==> src/hdl/kwdt_pkg.sv <==
// constants, register map and types for the keyed watchdog timer
package kwdt_pkg;
  // register offsets on the byte register port
  localparam logic [7:0] OFS_CFG = 8'hf0;
  localparam logic [7:0] OFS_KEYST = 8'hf2;
  localparam logic [7:0] OFS_KEY = 8'hf3;
  localparam logic [7:0] OFS_SEL = 8'hf4;
  localparam logic [7:0] OFS_CTRL = 8'hf5;
  localparam logic [7:0] OFS_COUNT = 8'hf6;
  localparam logic [7:0] OFS_WAKE = 8'hf7;
  localparam logic [7:0] OFS_IRQ_ST = 8'he0;
  localparam logic [7:0] OFS_IRQ_MASK = 8'he1;
  // unlock sequence and lock byte
  localparam logic [7:0] KEY_B0 = 8'h32;
  localparam logic [7:0] KEY_B1 = 8'h5d;
  localparam logic [7:0] KEY_B2 = 8'h42;
  localparam logic [7:0] KEY_B3 = 8'hac;
  localparam logic [7:0] KEY_LOCK = 8'h35;
  // field positions
  localparam int CFG_OUTEN_BIT = 7;
  localparam int KEYST_OK_BIT = 6;
  localparam int CTRL_CLK_BIT = 7;
  localparam int CTRL_EXP_BIT = 6;
  localparam int CTRL_EN_BIT = 5;
  localparam int CTRL_PULSE_BIT = 4;
  localparam int CTRL_UNIT_BIT = 3;
  localparam int CTRL_POL_BIT = 2;
  localparam int CTRL_PW_LSB = 0;
  localparam int WAKE_LIVE_BIT = 7;
  localparam int WAKE_EN_BIT = 6;
  localparam int WAKE_ST_BIT = 5;
  localparam int WAKE_SOCK_BIT = 0;
  localparam int IRQ_EXP_BIT = 0;
  localparam int IRQ_WAKE_BIT = 1;
  localparam int IRQ_SOCK_BIT = 2;
  // values after reset
  localparam logic [7:0] KEY_RST = 8'hf3;
  localparam logic [7:0] COUNT_RST = 8'h0a;
  localparam logic [1:0] STRAP_DONE = 2'h3;
  // timing
  localparam int CLK_PERIOD_NS = 10;
  localparam int SEC_NS = 1000000000;
  localparam int MS_NS = 1000000;
  localparam int SEC_CYC = SEC_NS / CLK_PERIOD_NS;
  localparam int MS_CYC = MS_NS / CLK_PERIOD_NS;
  localparam int OSC_PERIOD_NS = 2000;
  localparam logic [7:0] OSC_DIV_CYC = 8'(OSC_PERIOD_NS / CLK_PERIOD_NS);
  localparam int OSC_PER_SEC = SEC_NS / OSC_PERIOD_NS;
  localparam logic [5:0] MIN_SECS = 6'd60;
  localparam int PW0_MS = 1;
  localparam int PW1_MS = 25;
  localparam int PW2_MS = 125;
  localparam int PW3_S = 5;
  localparam int PW0_CYC = PW0_MS * MS_CYC;
  localparam int PW1_CYC = PW1_MS * MS_CYC;
  localparam int PW2_CYC = PW2_MS * MS_CYC;
  localparam int PW3_CYC = PW3_S * SEC_CYC;
  localparam int DEB_NS = 1000;
  localparam logic [6:0] DEB_CYC = 7'((DEB_NS + CLK_PERIOD_NS - 1) / CLK_PERIOD_NS);
  // watchdog sequencer states
  typedef enum logic [2:0] {
    WD_IDLE = 3'b001,
    WD_RUN = 3'b010,
    WD_DONE = 3'b100
  } kwdt_state_t;
endpackage

==> src/hdl/kwdt_core.sv <==
// keyed watchdog timer with unlock sequence, select-pin view and wake warning
// Contract
// - writing 32h 5Dh 42h ACh in order to the unlock port sets unlock-granted
// - writing 35h to the unlock port while unlocked clears unlock-granted
// - writes to protected registers take effect only while unlocked
// - select status reads the three select pins in bits 2:0, zeros above
// - clock-choice bit: 0 uses host clock, 1 the internal 500 kHz source
// - expiry sets the flag in bit 6; writing one clears it
// - counting runs only while enable bit 5 is one; reset from strap
// - bit 4 picks level or pulse behaviour of the expiry output
// - bit 3 picks a one second or sixty second tick
// - bit 2 picks active high or active low expiry output
// - pulse width field picks 1 ms, 25 ms, 125 ms or 5 s
// - eight-bit time count register, reset value 0Ah
// - wake register bit 7 shows the live wake event
// - with wake enable set, wake event rises one tick before expiry
// - a sticky bit records each wake event
// - socket flag set on debounced rising socket input, cleared by writing one
// - expiry output is driven only while the output enable bit is one
`timescale 1ns/100ps
`default_nettype none
module kwdt_core #(
  parameter int unsigned SEC_CYCLES = kwdt_pkg::SEC_CYC,
  parameter int unsigned OSC_PER_SEC = kwdt_pkg::OSC_PER_SEC,
  parameter int unsigned PW0_CYCLES = kwdt_pkg::PW0_CYC,
  parameter int unsigned PW1_CYCLES = kwdt_pkg::PW1_CYC,
  parameter int unsigned PW2_CYCLES = kwdt_pkg::PW2_CYC,
  parameter int unsigned PW3_CYCLES = kwdt_pkg::PW3_CYC
) (
  // clock and reset
  input wire logic clk,
  input wire logic rst_n,
  // register port
  input wire logic [7:0] reg_addr,
  input wire logic [7:0] reg_wdata,
  input wire logic reg_wr,
  input wire logic reg_rd,
  output logic [7:0] reg_rdata,
  // pins
  input wire logic [2:0] select_input_pins,
  input wire logic socket_occupied,
  input wire logic strap_trap_pin,
  input wire logic clock_choice_pin,
  // outputs
  output logic expiry_reset_output,
  output logic irq
);

  // pulse width selected by the two-bit field
  function automatic logic [31:0] pw_cycles(input logic [1:0] sel);
    logic [31:0] r;
    r = 32'(PW0_CYCLES);
    unique case (sel)
      2'h0: r = 32'(PW0_CYCLES);
      2'h1: r = 32'(PW1_CYCLES);
      2'h2: r = 32'(PW2_CYCLES);
      2'h3: r = 32'(PW3_CYCLES);
    endcase
    return r;
  endfunction

  // expected byte at each step of the unlock sequence
  function automatic logic [7:0] key_byte(input logic [1:0] idx);
    logic [7:0] r;
    r = kwdt_pkg::KEY_B0;
    unique case (idx)
      2'h0: r = kwdt_pkg::KEY_B0;
      2'h1: r = kwdt_pkg::KEY_B1;
      2'h2: r = kwdt_pkg::KEY_B2;
      2'h3: r = kwdt_pkg::KEY_B3;
    endcase
    return r;
  endfunction

  // pin synchronisers, three stages each; kept out of reset so the strap
  // capture on the third edge after release already sees the real pin levels
  logic [2:0] sel_s1, sel_s2, sel_s3;
  logic sock_s1, sock_s2, sock_s3;
  logic strap_s1, strap_s2, strap_s3;
  logic clks_s1, clks_s2, clks_s3;
  always_ff @(posedge clk) begin
    sel_s1 <= select_input_pins;
    sel_s2 <= sel_s1;
    sel_s3 <= sel_s2;
    sock_s1 <= socket_occupied;
    sock_s2 <= sock_s1;
    sock_s3 <= sock_s2;
    strap_s1 <= strap_trap_pin;
    strap_s2 <= strap_s1;
    strap_s3 <= strap_s2;
    clks_s1 <= clock_choice_pin;
    clks_s2 <= clks_s1;
    clks_s3 <= clks_s2;
  end

  // register state
  logic [7:0] key_val, expiry_count;
  logic [1:0] key_idx, pw_sel, strap_cnt;
  logic unlocked, out_en, clk_choice, count_enable, exp_flag, pulse_mode;
  logic unit_min, pol, wake_en, wake_flag, sock_flag, load;
  logic [2:0] irq_st, irq_mask;
  logic [7:0] next_key_val, next_expiry_count, next_rdata;
  logic [1:0] next_key_idx, next_pw_sel, next_strap_cnt;
  logic next_unlocked, next_out_en, next_clk_choice, next_count_enable, next_exp_flag;
  logic next_pulse_mode, next_unit_min, next_pol, next_wake_en, next_wake_flag;
  logic next_sock_flag, next_load;
  logic [2:0] next_irq_st, next_irq_mask;
  // events from the timer and socket logic
  logic expire_evt, wake_set, sock_rise, wake_live;
  logic wr_key, wr_prot, wr_cfg, wr_ctrl, wr_count, wr_wake, wr_ist, wr_imask;
  logic [7:0] rv;

  // register file: decode, unlock sequence, write-one-clear flags, read mux
  always_comb begin
    wr_key = reg_wr && reg_addr == kwdt_pkg::OFS_KEY;
    wr_prot = reg_wr && unlocked;
    wr_cfg = wr_prot && reg_addr == kwdt_pkg::OFS_CFG;
    wr_ctrl = wr_prot && reg_addr == kwdt_pkg::OFS_CTRL;
    wr_count = wr_prot && reg_addr == kwdt_pkg::OFS_COUNT;
    wr_wake = wr_prot && reg_addr == kwdt_pkg::OFS_WAKE;
    wr_ist = reg_wr && reg_addr == kwdt_pkg::OFS_IRQ_ST;
    wr_imask = reg_wr && reg_addr == kwdt_pkg::OFS_IRQ_MASK;
    next_key_val = wr_key ? reg_wdata : key_val;
    next_key_idx = key_idx;
    next_unlocked = unlocked;
    if (wr_key) begin
      if (unlocked && reg_wdata == kwdt_pkg::KEY_LOCK) begin
        next_unlocked = 1'b0;
        next_key_idx = 2'h0;
      end else if (reg_wdata == key_byte(key_idx)) begin
        next_key_idx = key_idx + 2'h1;
        if (key_idx == 2'h3) begin
          next_unlocked = 1'b1;
        end
      end else begin
        // a wrong byte restarts, but may itself open a new sequence
        next_key_idx = (reg_wdata == kwdt_pkg::KEY_B0) ? 2'h1 : 2'h0;
      end
    end
    // straps are caught once the synchronisers have filled after reset
    next_strap_cnt = (strap_cnt == kwdt_pkg::STRAP_DONE) ? strap_cnt : strap_cnt + 2'h1;
    next_out_en = out_en;
    next_count_enable = count_enable;
    next_clk_choice = clk_choice;
    if (strap_cnt == 2'h2) begin
      next_out_en = strap_s3;
      next_count_enable = strap_s3;
      next_clk_choice = clks_s3;
    end
    if (wr_cfg) begin
      next_out_en = reg_wdata[kwdt_pkg::CFG_OUTEN_BIT];
    end
    next_pulse_mode = pulse_mode;
    next_unit_min = unit_min;
    next_pol = pol;
    next_pw_sel = pw_sel;
    if (wr_ctrl) begin
      next_count_enable = reg_wdata[kwdt_pkg::CTRL_EN_BIT];
      next_pulse_mode = reg_wdata[kwdt_pkg::CTRL_PULSE_BIT];
      next_unit_min = reg_wdata[kwdt_pkg::CTRL_UNIT_BIT];
      next_pol = reg_wdata[kwdt_pkg::CTRL_POL_BIT];
      next_pw_sel = reg_wdata[kwdt_pkg::CTRL_PW_LSB +: 2];
    end
    next_expiry_count = wr_count ? reg_wdata : expiry_count;
    next_wake_en = wr_wake ? reg_wdata[kwdt_pkg::WAKE_EN_BIT] : wake_en;
    // sticky flags: a set in the same cycle as a clear wins
    next_exp_flag = expire_evt || (exp_flag && !(wr_ctrl && reg_wdata[kwdt_pkg::CTRL_EXP_BIT]));
    next_wake_flag = wake_set
      || (wake_flag && !(wr_wake && reg_wdata[kwdt_pkg::WAKE_ST_BIT]));
    next_sock_flag = sock_rise
      || (sock_flag && !(wr_wake && reg_wdata[kwdt_pkg::WAKE_SOCK_BIT]));
    next_irq_st = irq_st & ~(wr_ist ? reg_wdata[2:0] : 3'h0);
    next_irq_st[kwdt_pkg::IRQ_EXP_BIT] = next_irq_st[kwdt_pkg::IRQ_EXP_BIT] | expire_evt;
    next_irq_st[kwdt_pkg::IRQ_WAKE_BIT] = next_irq_st[kwdt_pkg::IRQ_WAKE_BIT] | wake_set;
    next_irq_st[kwdt_pkg::IRQ_SOCK_BIT] = next_irq_st[kwdt_pkg::IRQ_SOCK_BIT] | sock_rise;
    next_irq_mask = wr_imask ? reg_wdata[2:0] : irq_mask;
    // reload on enable rising or on a rewrite of the count
    next_load = wr_count || (next_count_enable && !count_enable);
    rv = 8'h00;
    unique case (reg_addr)
      kwdt_pkg::OFS_CFG: rv[kwdt_pkg::CFG_OUTEN_BIT] = out_en;
      kwdt_pkg::OFS_KEYST: rv[kwdt_pkg::KEYST_OK_BIT] = unlocked;
      kwdt_pkg::OFS_KEY: rv = key_val;
      kwdt_pkg::OFS_SEL: rv[2:0] = sel_s3;
      kwdt_pkg::OFS_CTRL: begin
        rv[kwdt_pkg::CTRL_CLK_BIT] = clk_choice;
        rv[kwdt_pkg::CTRL_EXP_BIT] = exp_flag;
        rv[kwdt_pkg::CTRL_EN_BIT] = count_enable;
        rv[kwdt_pkg::CTRL_PULSE_BIT] = pulse_mode;
        rv[kwdt_pkg::CTRL_UNIT_BIT] = unit_min;
        rv[kwdt_pkg::CTRL_POL_BIT] = pol;
        rv[kwdt_pkg::CTRL_PW_LSB +: 2] = pw_sel;
      end
      kwdt_pkg::OFS_COUNT: rv = expiry_count;
      kwdt_pkg::OFS_WAKE: begin
        rv[kwdt_pkg::WAKE_LIVE_BIT] = wake_live;
        rv[kwdt_pkg::WAKE_EN_BIT] = wake_en;
        rv[kwdt_pkg::WAKE_ST_BIT] = wake_flag;
        rv[kwdt_pkg::WAKE_SOCK_BIT] = sock_flag;
      end
      kwdt_pkg::OFS_IRQ_ST: rv[2:0] = irq_st;
      kwdt_pkg::OFS_IRQ_MASK: rv[2:0] = irq_mask;
      default: rv = 8'h00; // unmapped addresses read zero
    endcase
    next_rdata = reg_rd ? rv : 8'h00;
  end

  // register file flops
  always_ff @(posedge clk) begin
    if (!rst_n) begin
      key_val <= kwdt_pkg::KEY_RST;
      key_idx <= 2'h0;
      unlocked <= 1'b0;
      strap_cnt <= 2'h0;
      out_en <= 1'b0;
      count_enable <= 1'b0;
      clk_choice <= 1'b0;
      pulse_mode <= 1'b0;
      unit_min <= 1'b0;
      pol <= 1'b0;
      pw_sel <= 2'h0;
      expiry_count <= kwdt_pkg::COUNT_RST;
      wake_en <= 1'b0;
      exp_flag <= 1'b0;
      wake_flag <= 1'b0;
      sock_flag <= 1'b0;
      irq_st <= 3'h0;
      irq_mask <= 3'h0;
      load <= 1'b0;
      reg_rdata <= 8'h00;
    end else begin
      key_val <= next_key_val;
      key_idx <= next_key_idx;
      unlocked <= next_unlocked;
      strap_cnt <= next_strap_cnt;
      out_en <= next_out_en;
      count_enable <= next_count_enable;
      clk_choice <= next_clk_choice;
      pulse_mode <= next_pulse_mode;
      unit_min <= next_unit_min;
      pol <= next_pol;
      pw_sel <= next_pw_sel;
      expiry_count <= next_expiry_count;
      wake_en <= next_wake_en;
      exp_flag <= next_exp_flag;
      wake_flag <= next_wake_flag;
      sock_flag <= next_sock_flag;
      irq_st <= next_irq_st;
      irq_mask <= next_irq_mask;
      load <= next_load;
      reg_rdata <= next_rdata;
    end
  end

  // timer: tick prescalers and countdown
  kwdt_pkg::kwdt_state_t state, next_state;
  logic [7:0] osc_div, next_osc_div, wd_cnt, next_wd_cnt;
  logic [31:0] sec_cnt, next_sec_cnt, sec_lim;
  logic [5:0] min_cnt, next_min_cnt;
  logic next_expire_evt, next_wake_live, next_wake_set, base_ev, sec_tick, unit_tick;
  always_comb begin
    // the 500 kHz source is modelled as a divided enable of clk
    next_osc_div = (osc_div == kwdt_pkg::OSC_DIV_CYC - 8'h01) ? 8'h00 : osc_div + 8'h01;
    base_ev = !clk_choice || osc_div == kwdt_pkg::OSC_DIV_CYC - 8'h01;
    sec_lim = clk_choice ? 32'(OSC_PER_SEC) : 32'(SEC_CYCLES);
    sec_tick = base_ev && sec_cnt == sec_lim - 32'h1;
    unit_tick = sec_tick && (!unit_min || min_cnt == kwdt_pkg::MIN_SECS - 6'h01);
    next_sec_cnt = sec_cnt;
    next_min_cnt = min_cnt;
    if (base_ev) begin
      next_sec_cnt = sec_tick ? 32'h0 : sec_cnt + 32'h1;
    end
    if (sec_tick) begin
      next_min_cnt = unit_tick ? 6'h00 : min_cnt + 6'h01;
    end
    next_state = state;
    next_wd_cnt = wd_cnt;
    next_expire_evt = 1'b0;
    unique case (state)
      kwdt_pkg::WD_IDLE, kwdt_pkg::WD_DONE: begin
        if (load && count_enable) begin
          next_state = kwdt_pkg::WD_RUN;
        end
      end
      kwdt_pkg::WD_RUN: begin
        if (!count_enable) begin
          next_state = kwdt_pkg::WD_IDLE;
        end else if (unit_tick && !load) begin
          if (wd_cnt <= 8'h01) begin
            next_wd_cnt = 8'h00;
            next_expire_evt = 1'b1;
            next_state = kwdt_pkg::WD_DONE;
          end else begin
            next_wd_cnt = wd_cnt - 8'h01;
          end
        end
      end
      default: next_state = kwdt_pkg::WD_IDLE; // recover from a corrupted code
    endcase
    // a reload restarts the count and the prescalers together
    if (load) begin
      next_wd_cnt = expiry_count;
      next_sec_cnt = 32'h0;
      next_min_cnt = 6'h00;
      next_osc_div = 8'h00;
    end
    next_wake_live = wake_en && next_state == kwdt_pkg::WD_RUN && next_wd_cnt == 8'h01;
    next_wake_set = next_wake_live && !wake_live;
  end

  // timer flops
  always_ff @(posedge clk) begin
    if (!rst_n) begin
      state <= kwdt_pkg::WD_IDLE;
      osc_div <= 8'h00;
      sec_cnt <= 32'h0;
      min_cnt <= 6'h00;
      wd_cnt <= 8'h00;
      expire_evt <= 1'b0;
      wake_live <= 1'b0;
      wake_set <= 1'b0;
    end else begin
      state <= next_state;
      osc_div <= next_osc_div;
      sec_cnt <= next_sec_cnt;
      min_cnt <= next_min_cnt;
      wd_cnt <= next_wd_cnt;
      expire_evt <= next_expire_evt;
      wake_live <= next_wake_live;
      wake_set <= next_wake_set;
    end
  end

  // expiry output, socket debounce and interrupt
  logic act, next_act, sock_stable, next_sock_stable, next_sock_rise;
  logic next_out, next_irq;
  logic [31:0] pulse_cnt, next_pulse_cnt;
  logic [6:0] deb_cnt, next_deb_cnt;
  always_comb begin
    next_pulse_cnt = 32'h0;
    if (pulse_mode) begin
      next_act = act;
      if (act) begin
        // one pulse per expiry; a second expiry in the pulse is absorbed
        if (pulse_cnt >= pw_cycles(pw_sel) - 32'h1) begin
          next_act = 1'b0;
        end else begin
          next_pulse_cnt = pulse_cnt + 32'h1;
        end
      end else if (expire_evt && out_en) begin
        next_act = 1'b1;
      end
    end else begin
      next_act = out_en && exp_flag;
    end
    if (!out_en) begin
      next_act = 1'b0;
    end
    next_out = pol ? next_act : !next_act;
    next_irq = |(next_irq_st & next_irq_mask);
    // debounce: level must stay put for the whole window before it counts
    next_deb_cnt = 7'h00;
    next_sock_stable = sock_stable;
    next_sock_rise = 1'b0;
    if (sock_s2 == sock_s3 && sock_s3 != sock_stable) begin
      if (deb_cnt == kwdt_pkg::DEB_CYC - 7'h01) begin
        next_sock_stable = sock_s3;
        next_sock_rise = sock_s3;
      end else begin
        next_deb_cnt = deb_cnt + 7'h01;
      end
    end
  end

  // output and socket flops
  always_ff @(posedge clk) begin
    if (!rst_n) begin
      act <= 1'b0;
      pulse_cnt <= 32'h0;
      expiry_reset_output <= 1'b1;
      irq <= 1'b0;
      deb_cnt <= 7'h00;
      sock_stable <= 1'b0;
      sock_rise <= 1'b0;
    end else begin
      act <= next_act;
      pulse_cnt <= next_pulse_cnt;
      expiry_reset_output <= next_out;
      irq <= next_irq;
      deb_cnt <= next_deb_cnt;
      sock_stable <= next_sock_stable;
      sock_rise <= next_sock_rise;
    end
  end
endmodule // kwdt_core
`default_nettype wire

==> config.mk <==
export PLATFORM = sky130hd
export DESIGN_NAME = kwdt_core
export DESIGN_NICKNAME = d
export VERILOG_FILES = /design/src/hdl/kwdt_pkg.sv /design/src/hdl/kwdt_core.sv
export SDC_FILE = /design/constraint.sdc
export NUM_CORES = 1
export LEC_CHECK = 0
export ABC_AREA = 1
export BUFFER_PORTS_ARGS = -buffer_cell sky130_fd_sc_hd__buf_2
export CAP_MARGIN = 15
export CORE_ASPECT_RATIO = 1.5
export CORE_MARGIN = 2
export CORE_UTILIZATION = 43
export DETAILED_ROUTE_END_ITERATION = 16
export GPL_TIMING_DRIVEN = 0
export PLACE_DENSITY = 0.6
export SLEW_MARGIN = 0
export SYNTH_ARGS = -nofsm -noshare
export SYNTH_HDL_FRONTEND = slang
export SYNTH_SLANG_ARGS = --single-unit
==> constraint.sdc <==
create_clock -name clk -period 3.3 [get_ports clk]
set_input_delay 0.66 -clock clk [delete_from_list [all_inputs] [get_ports clk]]
set_output_delay 0.66 -clock clk [all_outputs]
set_load 0.05 [all_outputs]
=== Word-level counts from Yosys, hierarchy flattened ===
Index checks and enable logic that the tools add are counted.

* Output and inout bits: 10
* Bits of input ports: 26
* Register bits: 170

* Multiplexer cells: 44
* Add/subtract/negate cells: 10
* Reductions and logical operators: 57
* Order comparisons: 2
* Equality and inequality tests: 31
* Bitwise logic cells: 10

{| class="wikitable"
|+ Operator list
! operator !! number
|-
| $pmux W32 S4 || 1
|-
| $mux W32 || 3
|-
| $eq A8 B8 Y1 const B || 10
|-
| $add A32 B1 Y32 const B || 2
|-
| $mux W8 || 7
|-
| $eq A32 B32 Y1 || 1
|-
| $ge A32 B32 Y1 || 1
|-
| $pmux W8 S4 || 1
|-
| $sub A32 B1 Y32 const B || 1
|-
| $sub A27 B1 Y28 const B || 1
|-
| $mux W27 || 1
|-
| $logic_and A1 B1 Y1 || 26
|-
| $mux W3 || 6
|-
| $eq A8 B6 Y1 const B || 2
|-
| $mux W1 || 15
|-
| $eq A2 B2 Y1 const B || 6
|-
| $pmux W2 S6 || 1
|-
| $pmux W1 S5 || 2
|-
| $logic_not A1 Y1 || 9
|-
| $reduce_or A3 Y1 || 3
|-
| $add A8 B1 Y8 const B || 1
|-
| $eq A8 B1 Y1 const B || 1
|-
| $eq A8 B8 Y1 || 1
|-
| $le A8 B1 Y1 const B || 1
|-
| 30 further kinds || 51
|}

=== Depth between registers and ports, before layout ===
* Depth after elaboration: 13
* Mapped depth: 19
* Mapped depth without buffers: 18

=== Least setup slack after synthesis ===
No wires, ideal clock.

* Path kind: reg2reg
* Start: reg pw_sel[0]
* End: reg pulse_cnt[10]
* Required time: 3.220 ns
* Setup slack: 1.066 ns
* Arrival: 2.154 ns
* Stages on the path, launching flop included: 11
* Period minus slack after synthesis: 2.234 ns
* Cell sequence: dfxtp_1 > ha_1 > inv_1 > ha_1 > a21oi_1 > o21ai_0 > a2111oi_0 > nand4_1 > nand3b_1 > clkbuf_1 > nor3b_1

* Longest elaborated chain between the ends: 7
* Elaborated cells between the ends (all ways): 10

{| class="wikitable"
|+ RTL lines
! what !! RTL line !! text
|-
| start: declaration || kwdt_core.sv:98 || <nowiki>logic [1:0] key_idx, pw_sel, strap_cnt;</nowiki>
|-
| start signal: assignment || kwdt_core.sv:242 || <nowiki>pw_sel <= next_pw_sel;</nowiki>
|-
| $eq A2 B2 Y1 (tied with other cells) || kwdt_core.sv:53 || <nowiki>unique case (sel)</nowiki>
|-
| $pmux W32 S4 * || kwdt_core.sv:53 ||
|-
| $mux W32 * || kwdt_core.sv:343 || <nowiki>if (act) begin</nowiki>
|-
| $mux W32 * || kwdt_core.sv:341 || <nowiki>if (pulse_mode) begin</nowiki>
|-
| $sub A32 B1 Y32 * || kwdt_core.sv:345 || <nowiki>if (pulse_cnt >= pw_cycles(pw_sel) - 32'h1) begin</nowiki>
|-
| $ge A32 B32 Y1 * || kwdt_core.sv:345 ||
|-
| $reduce_or A4 Y1 (no line) * || -- ||
|-
| end signal: assignment || kwdt_core.sv:387 || <nowiki>pulse_cnt <= next_pulse_cnt;</nowiki>
|-
| end: declaration || kwdt_core.sv:337 || <nowiki>logic [31:0] pulse_cnt, next_pulse_cnt;</nowiki>
|}

Every way passes the cells marked *; elsewhere a longest branch is shown, timed or not. The select of a mux whose other input is x is not followed.
A chain may end at the register's enable or synchronous reset.

=== Worst setup path after layout ===
* Start: reg pw_sel[1]
* End: reg pulse_cnt[10]

Same word-level chain as after synthesis.

==> summary.txt <==
outcome: complete, no violations
Primary FF master, synth: dfxtp_1
Slew Viols, Final: 0
Crit-path slowest cell: a2111oi_0
CTS Hold Buffers Added: 0
Pleak: 3.83 nW
PortBufs: 35
P per Cell Area: 460 mW/mm²
Startpoint Class: register
critical path's largest stage delay: 0.51 ns
cell family with the largest share of critical-path delay: compound AO/OA/AOI/OAI gates
Worst-path clk slew: 0.06 ns
drt via density: 5.01
CTS Buf Count: 17
post-route setup TNS: 0 ns
area of the multi-input gates: 0.00445 mm²
Routed Antenna Nets: 0
fmax: 344 MHz
Vias: 7646
largest net degree at the start of global routing: 17
Peak supply drop: 0.000432 V
critical path type: reg2reg
CP Buf/Inv Count: 2
relative slew slack: 0.268
drt wl/cell: 14.0 µm
Worst Path Max Fanout: 10
initial antenna violation count: 0
Critical Path End Type: register
clock latency at the later pin of the worst-skew pair: 0.44 ns
worst r2r path cells: 10
worst reg2reg endpoint: pulse_cnt[10]
DRC viols: 0
overall routing resource usage: 0.214
die extent in y: 177 µm
Initial Util: 0.435
flops & latches, synth: 170
area growth from synthesis to layout: 12.6%
RR Startpoint: pw_sel[1]
Critical Path Start: pw_sel[1]
layout cells sized above 1: 0.0837
CTS tree: yes
Critical Path End: pulse_cnt[10]
Core Area: 0.0196 mm²
WP depth: 10
CP required: 3.65 ns
Die W: 119 µm
yosys warns: 0
sequential-to-total area share from yosys stat: 0.399
I/O pin cnt: 36
Final setup viols: 0
# diodes: 0
flop-to-flop setup slack: 0.39 ns
sequential cell area: 0.00340 mm²
CTS-repair resized insts: 0
crit path DAT: 3.26 ns
CTS root buf: clkbuf_16
Total Die Area: 0.0210 mm²
Filler Cell Count: 1988
clk buf depth: 2
synthesized area per cell: 7.12 µm²
post-DP HPWL: 16700 µm
Worst-Margin Slew: 1.09 ns
Yosys cell types: 47
HP Class: reg2reg
Nets: 1321
vias in the first global route: 7410
RSZ-0062 raised after global routing: false
Cell Chain, Critical Path: ha_1 -> inv_1 -> ha_1 -> a21oi_1 -> o21ai_0 -> a2111oi_0 -> nand4_1 -> nand3b_1 -> clkbuf_1 -> nor3b_1
Synth async-reset ratio: 0
Final period util: 0.881
GP Congestion: 0.941
EDFF count, synth: 0
Most Frequent Cell on Critical Path: ha_1
Setup Buffers After CTS: 0
Clock Sink Count: 170
htree depth: 4
Post-Synthesis Cells: 1198
post-layout min period: 2.91 ns
DR iter-0 viols: 255
# Max-Cap Violations: 0
drt first pass iters: 5
first-pass GRT wire length: 35700 µm
Remaining Overflow, GRT: 0
final clock skew: 0.00500 ns
FP Rows: 63
Final Hold Vio Count: 0
final wirelength: 21400 µm
Mapped Area: 0.00853 mm²
Power Total: 0.00442 W
-- sequential cells by signal, summed over array words and instances (netlist names), 6 cells and up --
name and cells:
key_val 8, pulse_cnt 32, wd_cnt 8, sec_cnt 32
osc_div 8, deb_cnt 7, min_cnt 6, expiry_count 8
reg_rdata 8
-- metal layers --
layer | track usage | part of all wire
met3 | 0.0339 | 0.032
met2 | 0.397 | 0.52
met4 | 0.128 | 0.048
met5 | 0 | 0
met1 | 0.225 | 0.40
-- final cells by class --
class / count / area share
buffer: 16 / 0.00703
sequential: 170 / 0.354
clock inverter: 11 / 0.0126
inverter: 166 / 0.0648
clock buffer: 20 / 0.0465
tap: 260 / 0.0339
timing repair buffer: 35 / 0.0182
multi-input combinational: 848 / 0.463
-- stage by stage --
step,utilization,hold slack [ns],instance area (µm²),setup slack (ns),cells
6_report,0.490,0.321,9610,0.392,1526
5_1_grt,0.490,0.309,9610,0.0467,1526
4_1_cts,0.490,0.306,9610,0.264,1526
3_5_place_dp,0.461,0.312,9040,0.226,1495
3_3_place_gp,0.461,0.309,9040,0.188,1495
2_1_floorplan,-,0.310,8540,1.07,1200
-- synth_stat cells (11+ instances only) --
library cell    n  area [µm²]
nor4_1         11        68.8
nor2_2         11        68.8
clkbuf_1       14        52.6
nand4_1        35         219
xor2_1         21         184
o21ai_0        50         250
nor3_1         37         185
nand3_1        54         270
nor3b_1        14         105
ha_1           41         513
a21oi_1        73         365
nor2_1        172         646
nand2_1       249         935
dfxtp_1       170        3400
inv_1         160         601
-- layout by cell type (no fill, tap or decap), types with 11 or more instances in the layout --
master	count
xor2_1	21
ha_1	41
nor2_2	11
inv_1	160
buf_2	35
nor3b_1	14
nand4_1	35
clkbuf_1	16
nor3_1	37
nand2_1	249
a21oi_1	73
dfxtp_1	170
clkbuf_16	17
o21ai_0	50
nand3_1	54
nor4_1	11
nor2_1	172
-- cell families (layout without fill, tap and decap cells) --
kind of cell / Yosys count / count (layout) / share of synthesized area
other cells: 1 / 3 / 0.000439
fa+ha+maj: 41 / 41 / 0.0601
flops: 170 / 170 / 0.399
buf+inv: 182 / 248 / 0.0809
xor+xnor: 29 / 29 / 0.0298
simple gates: 611 / 611 / 0.320
compound gates: 164 / 164 / 0.110
-- how the worst min path moves through the flow --
stage                              start        end  depth (start not counted)
finish                          strap_s1   strap_s2                          0
global placement               sel_s1[0]  sel_s2[0]                          0
floorplan                        clks_s1    clks_s2                          0
detailed placement             sel_s2[0]  sel_s3[0]                          0
CTS                 select_input_pins[2]  sel_s1[2]                          1
global route            clock_choice_pin    clks_s1                          1
-- worst register-to-register path, delay by kind of cell (launching register included) --
family,cells,cell delay [ns]
compound gates,3,0.72
buf+inv,2,0.56
flops,1,0.36
fa+ha+maj,2,0.51
simple gates,3,0.69
-- report_power, final --
group | total [W] | leakage, nW | internal [W] | switching [W]
sequential | 0.00214 | 1.38 | 0.00210 | 0.0000407
combinational | 0.000321 | 2.17 | 0.000105 | 0.000216
clock | 0.00196 | 0.276 | 0.00113 | 0.000829
Note: power is estimated with default switching activity, not from simulation.
